## src/rtl/interlock_pkg.sv

```systemverilog
package interlock_pkg;

    // Register addresses on the 16-bit register port
    localparam logic [15:0] ADDR_SOURCE_SELECT = 16'h4001;
    localparam logic [15:0] ADDR_PACK_VOLTAGE = 16'h405e;
    localparam logic [15:0] ADDR_STOP_TIMEOUT = 16'h40dd;
    localparam logic [15:0] ADDR_IRQ_STATUS = 16'h4100;
    localparam logic [15:0] ADDR_IRQ_CLEAR = 16'h4101;
    localparam logic [15:0] ADDR_IRQ_ENABLE = 16'h4102;
    localparam logic [15:0] ADDR_CONTROL = 16'h4103;
    localparam logic [15:0] ADDR_STATE = 16'h4104;

    // Values after reset
    localparam logic [1:0] RST_SOURCE_SELECT = 2'h0;
    localparam logic [15:0] RST_PACK_VOLTAGE = 16'h0133;
    localparam logic [6:0] RST_STOP_TIMEOUT = 7'h00;
    localparam logic [2:0] RST_IRQ_ENABLE = 3'h0;

    // Setting ranges in raw codes
    localparam logic [15:0] PACK_VOLTAGE_MIN = 16'h0133;
    localparam logic [15:0] PACK_VOLTAGE_MAX = 16'h0266;
    localparam logic [15:0] STOP_TIMEOUT_MAX = 16'h0050;

    // Interrupt status bit positions
    localparam int IRQ_INTERLOCK_CHANGE = 0;
    localparam int IRQ_STOP_WINDOW = 1;
    localparam int IRQ_SHUTDOWN = 2;
    localparam int IRQ_WIDTH = 3;

    // Control register bit positions
    localparam int CTRL_FAULT_RESET = 0;

    // Timeout tick
    localparam longint CLK_HZ = 20000000;
    localparam longint TICK_MS = 100;
    localparam longint TICK_CYCLES = (CLK_HZ * TICK_MS) / 1000;

    typedef enum logic [1:0] {
        SRC_KEY_POWER = 2'b00,
        SRC_SINGLE_NO = 2'b01,
        SRC_NO_NC_PAIR = 2'b10,
        SRC_CAN_PDO = 2'b11
    } source_t;

    typedef enum logic [2:0] {
        ACT_NONE = 3'b000,
        ACT_WARNING = 3'b001,
        ACT_SHUTDOWN = 3'b010,
        ACT_WARN_THEN_SHUTDOWN = 3'b011,
        ACT_HOLD_THEN_SHUTDOWN = 3'b100
    } fault_action_t;

    typedef enum logic [1:0] {
        ST_IDLE = 2'b00,
        ST_WARN_WAIT = 2'b01,
        ST_HOLD_WAIT = 2'b10,
        ST_SHUTDOWN = 2'b11
    } stop_state_t;

endpackage : interlock_pkg

```

## src/rtl/pin_sync.sv

```systemverilog
`timescale 1ns/1ps
`default_nettype none
module pin_sync #(
    parameter int WIDTH = 1
) (
    // Clock and reset
    input wire logic core_clk,
    input wire logic sys_rst,
    // Pins in, filtered levels out
    input wire logic [WIDTH-1:0] pinIn,
    output logic [WIDTH-1:0] levelOut
);
    logic [WIDTH-1:0] stage1_ff;
    logic [WIDTH-1:0] stage2_ff;
    logic [WIDTH-1:0] stage3_ff;
    logic [WIDTH-1:0] level_ff;

    always_ff @(posedge core_clk or posedge sys_rst) begin
        if (sys_rst) begin
            stage1_ff <= '0;
            stage2_ff <= '0;
            stage3_ff <= '0;
        end else begin
            stage1_ff <= pinIn;
            stage2_ff <= stage1_ff;
            stage3_ff <= stage2_ff;
        end
    end

    // A bit changes only once stages two and three agree
    always_ff @(posedge core_clk or posedge sys_rst) begin
        if (sys_rst) begin
            level_ff <= '0;
        end else begin
            for (int i = 0; i < WIDTH; i++) begin
                if (stage2_ff[i] == stage3_ff[i]) begin
                    level_ff[i] <= stage3_ff[i];
                end
            end
        end
    end

    assign levelOut = level_ff;
endmodule : pin_sync
`default_nettype wire

```

## src/rtl/tick_gen.sv

```systemverilog
`timescale 1ns/1ps
`default_nettype none
module tick_gen #(
    parameter longint CYCLES = 2000000
) (
    // Clock and reset
    input wire logic core_clk,
    input wire logic sys_rst,
    // Control and tick
    input wire logic restart,
    output logic tick
);
    localparam int CW = $clog2(CYCLES + 1);
    localparam logic [CW-1:0] LAST = CW'(CYCLES - 1);

    logic [CW-1:0] count_ff;

    always_ff @(posedge core_clk or posedge sys_rst) begin
        if (sys_rst) begin
            count_ff <= '0;
        end else if (restart || count_ff == LAST) begin
            count_ff <= '0;
        end else begin
            count_ff <= count_ff + CW'(1);
        end
    end

    assign tick = (count_ff == LAST) && !restart;
endmodule : tick_gen
`default_nettype wire

```

## src/rtl/interlock_fault_shutdown.sv

```systemverilog
// Notes on behaviour
// - With source 0 the interlock follows the key power input.
// - With source 1 the interlock follows a normally-open switch on the first switch input.
// - With source 2 the interlock needs switch one closed and switch three open as a crossed pair.
// - With source 3 the interlock is the state the traction controller sends in its CAN message.
// - The stop timeout applies only to warning-then-shutdown and hold-then-shutdown faults.
// - The stop timeout bounds the time to stop, 0.0 to 8.0 s as codes 0 to 80.
// - A zero timeout shuts down at once with no warning and no hold phase.
// - When the timeout runs out before a stop, the fault output opens the contactor and frees the brake.
// - When the vehicle stops before the timeout ends, the shutdown happens at once.
//
// Strobed register access is this design's own decision.
`timescale 1ns/1ps
`default_nettype none
module interlock_fault_shutdown #(
    parameter longint TICK_CYCLES = interlock_pkg::TICK_CYCLES
) (
    // Clock and reset
    input wire logic core_clk,
    input wire logic sys_rst,
    // Register port
    input wire logic [15:0] regAddr,
    input wire logic [15:0] regWrData,
    input wire logic regWrite,
    input wire logic regRead,
    output logic [15:0] regRdData,
    // Vehicle pins
    input wire logic keyPowerIn,
    input wire logic switch1In,
    input wire logic switch3In,
    // Traction controller message
    input wire logic pdoValid,
    input wire logic pdoInterlock,
    // Steer fault reporting
    input wire logic faultEvent,
    input wire logic [2:0] faultAction,
    input wire logic vehicleStopped,
    // Outputs
    output logic interlock,
    output logic pairMismatch,
    output logic warningPhase,
    output logic holdPhase,
    output logic faultOutput,
    output logic contactorOpen,
    output logic electromagneticBrakeRelease,
    output logic irq
);
    // Synchronised pins
    logic keyPowerLvl;
    logic switch1Lvl;
    logic switch3Lvl;
    logic [2:0] pinLevels;

    pin_sync #(
        .WIDTH(3)
    ) u_pin_sync (
        .core_clk(core_clk),
        .sys_rst(sys_rst),
        .pinIn({switch3In, switch1In, keyPowerIn}),
        .levelOut(pinLevels)
    );

    assign keyPowerLvl = pinLevels[0];
    assign switch1Lvl = pinLevels[1];
    assign switch3Lvl = pinLevels[2];

    // Configuration registers
    interlock_pkg::source_t sourceSel_ff;
    logic [15:0] packVoltage_ff;
    logic [6:0] stopTimeout_ff;
    logic [interlock_pkg::IRQ_WIDTH-1:0] irqEnable_ff;
    logic [interlock_pkg::IRQ_WIDTH-1:0] irqStatus_ff;
    logic [interlock_pkg::IRQ_WIDTH-1:0] nxt_irqStatus;
    logic [interlock_pkg::IRQ_WIDTH-1:0] irqEvents;
    logic [interlock_pkg::IRQ_WIDTH-1:0] irqClear;
    logic faultResetReq;

    logic wrSource;
    logic wrVoltage;
    logic wrTimeout;
    logic wrIrqClear;
    logic wrIrqEnable;
    logic wrControl;

    assign wrSource = regWrite && (regAddr == interlock_pkg::ADDR_SOURCE_SELECT);
    assign wrVoltage = regWrite && (regAddr == interlock_pkg::ADDR_PACK_VOLTAGE);
    assign wrTimeout = regWrite && (regAddr == interlock_pkg::ADDR_STOP_TIMEOUT);
    assign wrIrqClear = regWrite && (regAddr == interlock_pkg::ADDR_IRQ_CLEAR);
    assign wrIrqEnable = regWrite && (regAddr == interlock_pkg::ADDR_IRQ_ENABLE);
    assign wrControl = regWrite && (regAddr == interlock_pkg::ADDR_CONTROL);

    always_ff @(posedge core_clk or posedge sys_rst) begin
        if (sys_rst) begin
            sourceSel_ff <= interlock_pkg::source_t'(interlock_pkg::RST_SOURCE_SELECT);
        end else if (wrSource) begin
            sourceSel_ff <= interlock_pkg::source_t'(regWrData[1:0]);
        end
    end

    // Stored as written; range upkeep is up to software
    always_ff @(posedge core_clk or posedge sys_rst) begin
        if (sys_rst) begin
            packVoltage_ff <= interlock_pkg::RST_PACK_VOLTAGE;
        end else if (wrVoltage) begin
            packVoltage_ff <= regWrData;
        end
    end

    // Codes above the top of the range saturate
    always_ff @(posedge core_clk or posedge sys_rst) begin
        if (sys_rst) begin
            stopTimeout_ff <= interlock_pkg::RST_STOP_TIMEOUT;
        end else if (wrTimeout) begin
            if (regWrData > interlock_pkg::STOP_TIMEOUT_MAX) begin
                stopTimeout_ff <= interlock_pkg::STOP_TIMEOUT_MAX[6:0];
            end else begin
                stopTimeout_ff <= regWrData[6:0];
            end
        end
    end

    always_ff @(posedge core_clk or posedge sys_rst) begin
        if (sys_rst) begin
            irqEnable_ff <= interlock_pkg::RST_IRQ_ENABLE;
        end else if (wrIrqEnable) begin
            irqEnable_ff <= regWrData[interlock_pkg::IRQ_WIDTH-1:0];
        end
    end

    assign faultResetReq = wrControl && regWrData[interlock_pkg::CTRL_FAULT_RESET];

    // Interlock source selection
    logic pdoState_ff;
    logic nxt_interlock;
    logic nxt_mismatch;
    logic interlock_ff;
    logic mismatch_ff;

    always_ff @(posedge core_clk or posedge sys_rst) begin
        if (sys_rst) begin
            pdoState_ff <= 1'b0;
        end else if (pdoValid) begin
            pdoState_ff <= pdoInterlock;
        end
    end

    always_comb begin
        nxt_interlock = 1'b0;
        nxt_mismatch = 1'b0;
        unique case (sourceSel_ff)
            interlock_pkg::SRC_KEY_POWER: begin
                nxt_interlock = keyPowerLvl;
            end
            interlock_pkg::SRC_SINGLE_NO: begin
                nxt_interlock = switch1Lvl;
            end
            interlock_pkg::SRC_NO_NC_PAIR: begin
                // Contacts that agree mean a broken switch or wire
                nxt_interlock = switch1Lvl && !switch3Lvl;
                nxt_mismatch = (switch1Lvl == switch3Lvl);
            end
            interlock_pkg::SRC_CAN_PDO: begin
                nxt_interlock = pdoState_ff;
            end
        endcase
    end

    always_ff @(posedge core_clk or posedge sys_rst) begin
        if (sys_rst) begin
            interlock_ff <= 1'b0;
            mismatch_ff <= 1'b0;
        end else begin
            interlock_ff <= nxt_interlock;
            mismatch_ff <= nxt_mismatch;
        end
    end

    // Fault stop sequence
    interlock_pkg::stop_state_t state_ff;
    interlock_pkg::stop_state_t nxt_state;
    logic [6:0] tickCount_ff;
    logic tick;
    logic delayedFault;
    logic immediateFault;
    logic startWindow;
    logic expired;

    // Fault detection restarts the tick so the first tick is a full 100 ms
    tick_gen #(
        .CYCLES(TICK_CYCLES)
    ) u_tick_gen (
        .core_clk(core_clk),
        .sys_rst(sys_rst),
        .restart(startWindow),
        .tick(tick)
    );

    assign delayedFault = faultEvent &&
        ((faultAction == interlock_pkg::ACT_WARN_THEN_SHUTDOWN) ||
         (faultAction == interlock_pkg::ACT_HOLD_THEN_SHUTDOWN));
    assign immediateFault = faultEvent && (faultAction == interlock_pkg::ACT_SHUTDOWN);
    assign startWindow = (state_ff == interlock_pkg::ST_IDLE) && delayedFault &&
        (stopTimeout_ff != 7'h00);
    assign expired = (tickCount_ff >= stopTimeout_ff);

    always_comb begin
        nxt_state = state_ff;
        unique case (state_ff)
            interlock_pkg::ST_IDLE: begin
                if (immediateFault) begin
                    nxt_state = interlock_pkg::ST_SHUTDOWN;
                end else if (delayedFault && stopTimeout_ff == 7'h00) begin
                    nxt_state = interlock_pkg::ST_SHUTDOWN;
                end else if (delayedFault &&
                    faultAction == interlock_pkg::ACT_WARN_THEN_SHUTDOWN) begin
                    nxt_state = interlock_pkg::ST_WARN_WAIT;
                end else if (delayedFault) begin
                    nxt_state = interlock_pkg::ST_HOLD_WAIT;
                end
            end
            interlock_pkg::ST_WARN_WAIT,
            interlock_pkg::ST_HOLD_WAIT: begin
                if (vehicleStopped) begin
                    nxt_state = interlock_pkg::ST_SHUTDOWN;
                end else if (expired) begin
                    nxt_state = interlock_pkg::ST_SHUTDOWN;
                end else if (immediateFault) begin
                    nxt_state = interlock_pkg::ST_SHUTDOWN;
                end
            end
            interlock_pkg::ST_SHUTDOWN: begin
                if (faultResetReq) begin
                    nxt_state = interlock_pkg::ST_IDLE;
                end
            end
        endcase
    end

    always_ff @(posedge core_clk or posedge sys_rst) begin
        if (sys_rst) begin
            state_ff <= interlock_pkg::ST_IDLE;
        end else begin
            state_ff <= nxt_state;
        end
    end

    // Count of 100 ms ticks since the fault was seen
    always_ff @(posedge core_clk or posedge sys_rst) begin
        if (sys_rst) begin
            tickCount_ff <= 7'h00;
        end else if (startWindow) begin
            tickCount_ff <= 7'h00;
        end else if (tick && !expired &&
            (state_ff == interlock_pkg::ST_WARN_WAIT ||
             state_ff == interlock_pkg::ST_HOLD_WAIT)) begin
            tickCount_ff <= tickCount_ff + 7'h01;
        end
    end

    // Registered outputs of the stop sequence
    logic warning_ff;
    logic hold_ff;
    logic fault_ff;

    always_ff @(posedge core_clk or posedge sys_rst) begin
        if (sys_rst) begin
            warning_ff <= 1'b0;
            hold_ff <= 1'b0;
            fault_ff <= 1'b0;
        end else begin
            warning_ff <= (nxt_state == interlock_pkg::ST_WARN_WAIT);
            hold_ff <= (nxt_state == interlock_pkg::ST_HOLD_WAIT);
            fault_ff <= (nxt_state == interlock_pkg::ST_SHUTDOWN);
        end
    end

    // Interrupt status, set wins over clear
    logic shutdownEntry;
    assign shutdownEntry = (nxt_state == interlock_pkg::ST_SHUTDOWN) &&
        (state_ff != interlock_pkg::ST_SHUTDOWN);

    assign irqEvents[interlock_pkg::IRQ_INTERLOCK_CHANGE] = (nxt_interlock != interlock_ff);
    assign irqEvents[interlock_pkg::IRQ_STOP_WINDOW] = startWindow;
    assign irqEvents[interlock_pkg::IRQ_SHUTDOWN] = shutdownEntry;
    assign irqClear = wrIrqClear ? regWrData[interlock_pkg::IRQ_WIDTH-1:0] : '0;

    always_comb begin
        nxt_irqStatus = (irqStatus_ff & ~irqClear) | irqEvents;
    end

    always_ff @(posedge core_clk or posedge sys_rst) begin
        if (sys_rst) begin
            irqStatus_ff <= '0;
        end else begin
            irqStatus_ff <= nxt_irqStatus;
        end
    end

    // Read port, data in the cycle after the strobe
    logic [15:0] rdData_ff;
    logic [15:0] nxt_rdData;

    always_comb begin
        nxt_rdData = 16'h0000;
        unique case (regAddr)
            interlock_pkg::ADDR_SOURCE_SELECT: begin
                nxt_rdData = {14'h0000, sourceSel_ff};
            end
            interlock_pkg::ADDR_PACK_VOLTAGE: begin
                nxt_rdData = packVoltage_ff;
            end
            interlock_pkg::ADDR_STOP_TIMEOUT: begin
                nxt_rdData = {9'h000, stopTimeout_ff};
            end
            interlock_pkg::ADDR_IRQ_STATUS: begin
                nxt_rdData = {13'h0000, irqStatus_ff};
            end
            interlock_pkg::ADDR_IRQ_ENABLE: begin
                nxt_rdData = {13'h0000, irqEnable_ff};
            end
            interlock_pkg::ADDR_STATE: begin
                nxt_rdData = {tickCount_ff, 4'h0, state_ff, mismatch_ff, pdoState_ff, interlock_ff};
            end
            default: begin
                nxt_rdData = 16'h0000;
            end
        endcase
    end

    always_ff @(posedge core_clk or posedge sys_rst) begin
        if (sys_rst) begin
            rdData_ff <= 16'h0000;
        end else if (regRead) begin
            rdData_ff <= nxt_rdData;
        end else begin
            rdData_ff <= 16'h0000;
        end
    end

    assign regRdData = rdData_ff;
    assign interlock = interlock_ff;
    assign pairMismatch = mismatch_ff;
    assign warningPhase = warning_ff;
    assign holdPhase = hold_ff;
    assign faultOutput = fault_ff;
    assign contactorOpen = fault_ff;
    assign electromagneticBrakeRelease = fault_ff;
    assign irq = |(irqStatus_ff & irqEnable_ff);
endmodule : interlock_fault_shutdown
`default_nettype wire

```

## config.mk

```make
export PLATFORM = sky130hd
export DESIGN_NAME = interlock_fault_shutdown
export DESIGN_NICKNAME = d
export VERILOG_FILES = /design/src/rtl/interlock_pkg.sv /design/src/rtl/pin_sync.sv /design/src/rtl/tick_gen.sv /design/src/rtl/interlock_fault_shutdown.sv
export SDC_FILE = /design/constraint.sdc
export NUM_CORES = 1
export LEC_CHECK = 0
export BUFFER_PORTS_ARGS = -buffer_cell sky130_fd_sc_hd__buf_4
export CORE_MARGIN = 2
export CORE_UTILIZATION = 35
export DETAILED_ROUTE_END_ITERATION = 7
export PLACE_DENSITY = 0.64
export SETUP_SLACK_MARGIN = 0.3
export SLEW_MARGIN = 20
export SYNTH_ARGS = -nofsm -noshare
export SYNTH_HDL_FRONTEND = slang
export SYNTH_SLANG_ARGS = --single-unit
```

## constraint.sdc

```tcl
create_clock -name core_clk -period 5.4 [get_ports core_clk]
set_clock_uncertainty 0.05 [all_clocks]
set_input_delay 0.54 -clock core_clk [delete_from_list [all_inputs] [get_ports core_clk]]
set_output_delay 0.54 -clock core_clk [all_outputs]
set_load 0.01 [all_outputs]
```

==> run metrics <==
status=completed; Max Cap Viol=0; Async S/R FF share, synth=between 90% and 100%; Remaining DRCs=0; Yosys warning total=0; Fmax=approximately 380 MHz; vias in the first global route=roughly 3,600; layout cells sized above 1=around 26%; Synth Area in Adders=between 3 and 4%; Seq/Total Area, Yosys=a little over half; routed vias/inst=between 5 and 6; Worst setup SP type=register; grt total ovfl=0; WL/cell=roughly 15 µm; fin util=a little over two fifths; P_leak=around 2.5 nW; Compound-Gate Fraction of Synth Area=roughly 9%; fin nets=550; Post-synth EDFFs=0; mapped cell area=about 4600 µm²; Final HPWL DP=about 7500 µm; Final GP Congestion=between 0.7 and 0.8; CTS Buf Count=9; mux cell area share after synthesis=7.52%; core box area=about 13,000 µm²; Crit Path Class=reg -> reg; post-CTS sizing=0; setup TNS=0 ns; overall die height=around 120 µm; DRT Wirelength=approximately 10,000 µm; Cells after Synth=421; pin count of the biggest net entering global routing=58; antenna cell count=0; RSZ-0062 raised after global routing=false; setup violators final=0; initial antenna violation count=0; Slew headroom=between 40% and 50%; Final Hold Viols=0; fin crit share=slightly below 50%; clock buffer depth=2; I/O pin count=70; clk slew on worst S/H paths=0.07 ns; Port-buffer cells=between 60 and 70; Syn Nets=about 480; Pins Over Slew Limit=0; TritonRoute pass-1 iters=4; Initial Utilization=36.0%; Synth Flop Type=dfrtp_1; Critical Path Sink Type=register; Max IR drop VDD=approximately 0.18 mV; PwrDens=~370 nW/µm²; CTS tree=yes; Register-to-Register Setup Slack=2.75 ns; via count=3,395; Worst-Margin Slew=0.777 ns; largest family of logic cells by synthesized area=simple AND/OR/NAND/NOR gates; root buffer cell=clkbuf_16; Worst Path Max Fanout=6; first-pass GRT wire length=~17,000 µm; setup bufs post-CTS=0; Hold Path Class=in -> async; die width=118 µm; Sink Count=between 90 and 100; post-route ant nets=0; die area=between 10,000 and 15,000 µm²; htree depth=3; synthesized flop and latch total=95; mean post-synth cell area=between 10 and 15 µm²; Total GRT Usage=~15%; post-synthesis xor/xnor area fraction=~4%; Iter 0 DRT Violations=228; WP data arrival=~2.8 ns; clk_lat worst skew=about 0.34 ns; Worst EP required=~5.6 ns; Post-Synth Simple-Gate Area=between 10% and 20%; Rows=just over 40; area delta synth->final=21.5%; hold_buf cts=0; post-layout min period=about 2.6 ns; synth unique cells=between 50 and 60
[through the flow]
step / instances / worst slack [ns] / total power [mW] / cell area (µm²) / hold slack (ns)
2_1_floorplan: 421 / 2.34 / 1.27 / 4560 / 0.281
3_3_place_gp: 653 / 2.71 / 1.41 / 5240 / 0.283
3_5_place_dp: 653 / 2.60 / 1.43 / 5240 / 0.287
4_1_cts: 669 / 2.78 / 2.07 / 5540 / 0.248
5_1_grt: 669 / 2.64 / 2.19 / 5540 / 0.247
6_report: 669 / 2.75 / 2.05 / 5540 / 0.234
[logic make-up (layout without fill, tap and decap cells)]
logic type,Yosys count,count (layout)
adders and majority gates,15,15
muxes,27,27
buffers and inverters,33,109
and+or+nand+nor,169,169
DFF,95,95
AOI/OAI and AO/OA,61,61
xor gates and xnor gates,21,21
[cell usage in the layout, fill, tap and decap left out, drive strengths merged, types with 2 or more instances in the layout]
master	instances
clkbuf	11
ha	12
nand2b	3
a21boi	2
dfrtp	90
and3	7
xnor2	7
nand4	15
buf	72
nor3	7
a211oi	2
o31ai	2
a21o	2
a222oi	6
nor3b	2
nor2	40
nor2b	12
and2	4
nand3	13
mux2i	2
nor4b	5
nand2	42
maj3	3
xor2	14
inv	20
or3	8
o21ai	15
a22oi	11
a21oi	14
mux2	24
clkinv	5
dfstp	5
nor4	6
[worst paths after layout]
path | startpoint | endpoint | cells past startpoint
setup / recovery | tickCount_ff[0] | irqStatus_ff[2] | 9
hold / removal | sys_rst | u_tick_gen.count_ff[11] | 2
setup reg to reg | tickCount_ff[0] | irqStatus_ff[2] | 9
hold reg to reg | u_pin_sync.stage1_ff[1] | u_pin_sync.stage2_ff[1] | 0
max in group asynchronous | sys_rst | packVoltage_ff[3] | 3
min in group core_clk | switch3In | u_pin_sync.stage1_ff[2] | 1
[cell usage after synthesis (2+ instances only)]
cell	instances	area (µm²)
nor3_1	7	35.0
nor4b_1	3	26.3
nand2b_1	3	18.8
buf_4	3	22.5
inv_1	21	78.8
o21ai_0	15	75.1
nor4b_2	2	30.0
nand4_1	15	93.8
maj3_1	3	30.0
buf_2	4	20.0
or3_1	6	37.5
dfstp_2	5	131
a211oi_1	2	15.0
or3_4	2	22.5
dfrtp_1	90	2250
xnor2_1	7	61.3
a21oi_1	13	65.1
a21boi_0	2	15.0
nor4_1	5	31.3
mux2_4	8	120
nand2_1	42	158
a222oi_1	6	60.1
a21o_1	2	15.0
buf_6	2	22.5
mux2_2	16	180
nor2b_1	12	75.1
clkbuf_1	3	11.3
and3_1	7	43.8
ha_1	12	150
nand3_1	12	60.1
xor2_1	14	123
and2_1	4	25.0
a22oi_1	11	82.6
mux2i_1	2	20.0
nor2_1	40	150
[registers in the layout (all words and copies together) (netlist names)]
name and flops:
holdPhase 1, pdoState_ff 1, pairMismatch 1, u_pin_sync.stage1_ff 3
u_pin_sync.stage3_ff 3, packVoltage_ff 16, contactorOpen 1, interlock 1
u_pin_sync.levelOut 3, regRdData 16, warningPhase 1, irqStatus_ff 3
sourceSel_ff 2, irqEnable_ff 3, u_tick_gen.count_ff 21, u_pin_sync.stage2_ff 3
state_ff 2, stopTimeout_ff 7, tickCount_ff 7
[where the power goes]
part	total, mW	switching [mW]	internal [mW]	leakage [nW]
sequential	0.967	0.135	0.832	1.22
clock	0.630	0.259	0.371	0.149
combinational	0.456	0.253	0.203	1.18
total	2.05	0.646	1.41	2.55
[metal layers]
layer	share of wire, %	track usage, %
met1	46	19.9
met2	49	25.3
met3	4.3	3.72
met4	0.85	4.07
met5	0	0
[layout make-up]
cell class	instances	area (µm²)
clock buffers	11	243
multi-input cells	293	2020
clock inverters	5	57.6
flip-flops and latches	95	2380
repair buffers	72	541
inverters	21	80.1
fillers	1213	7130
well taps	172	215
[worst max-delay path: stages, from the launching register on]
cell	delay, ns
dfrtp_1	0.44
inv_1	0.06
ha_1	0.26
nand2b_1	0.14
a211o_1	0.30
a211oi_1	0.44
a21o_1	0.24
a21oi_1	0.09
o21ai_0	0.35
o31ai_1	0.14
Power figures use the tool's default switching activity.
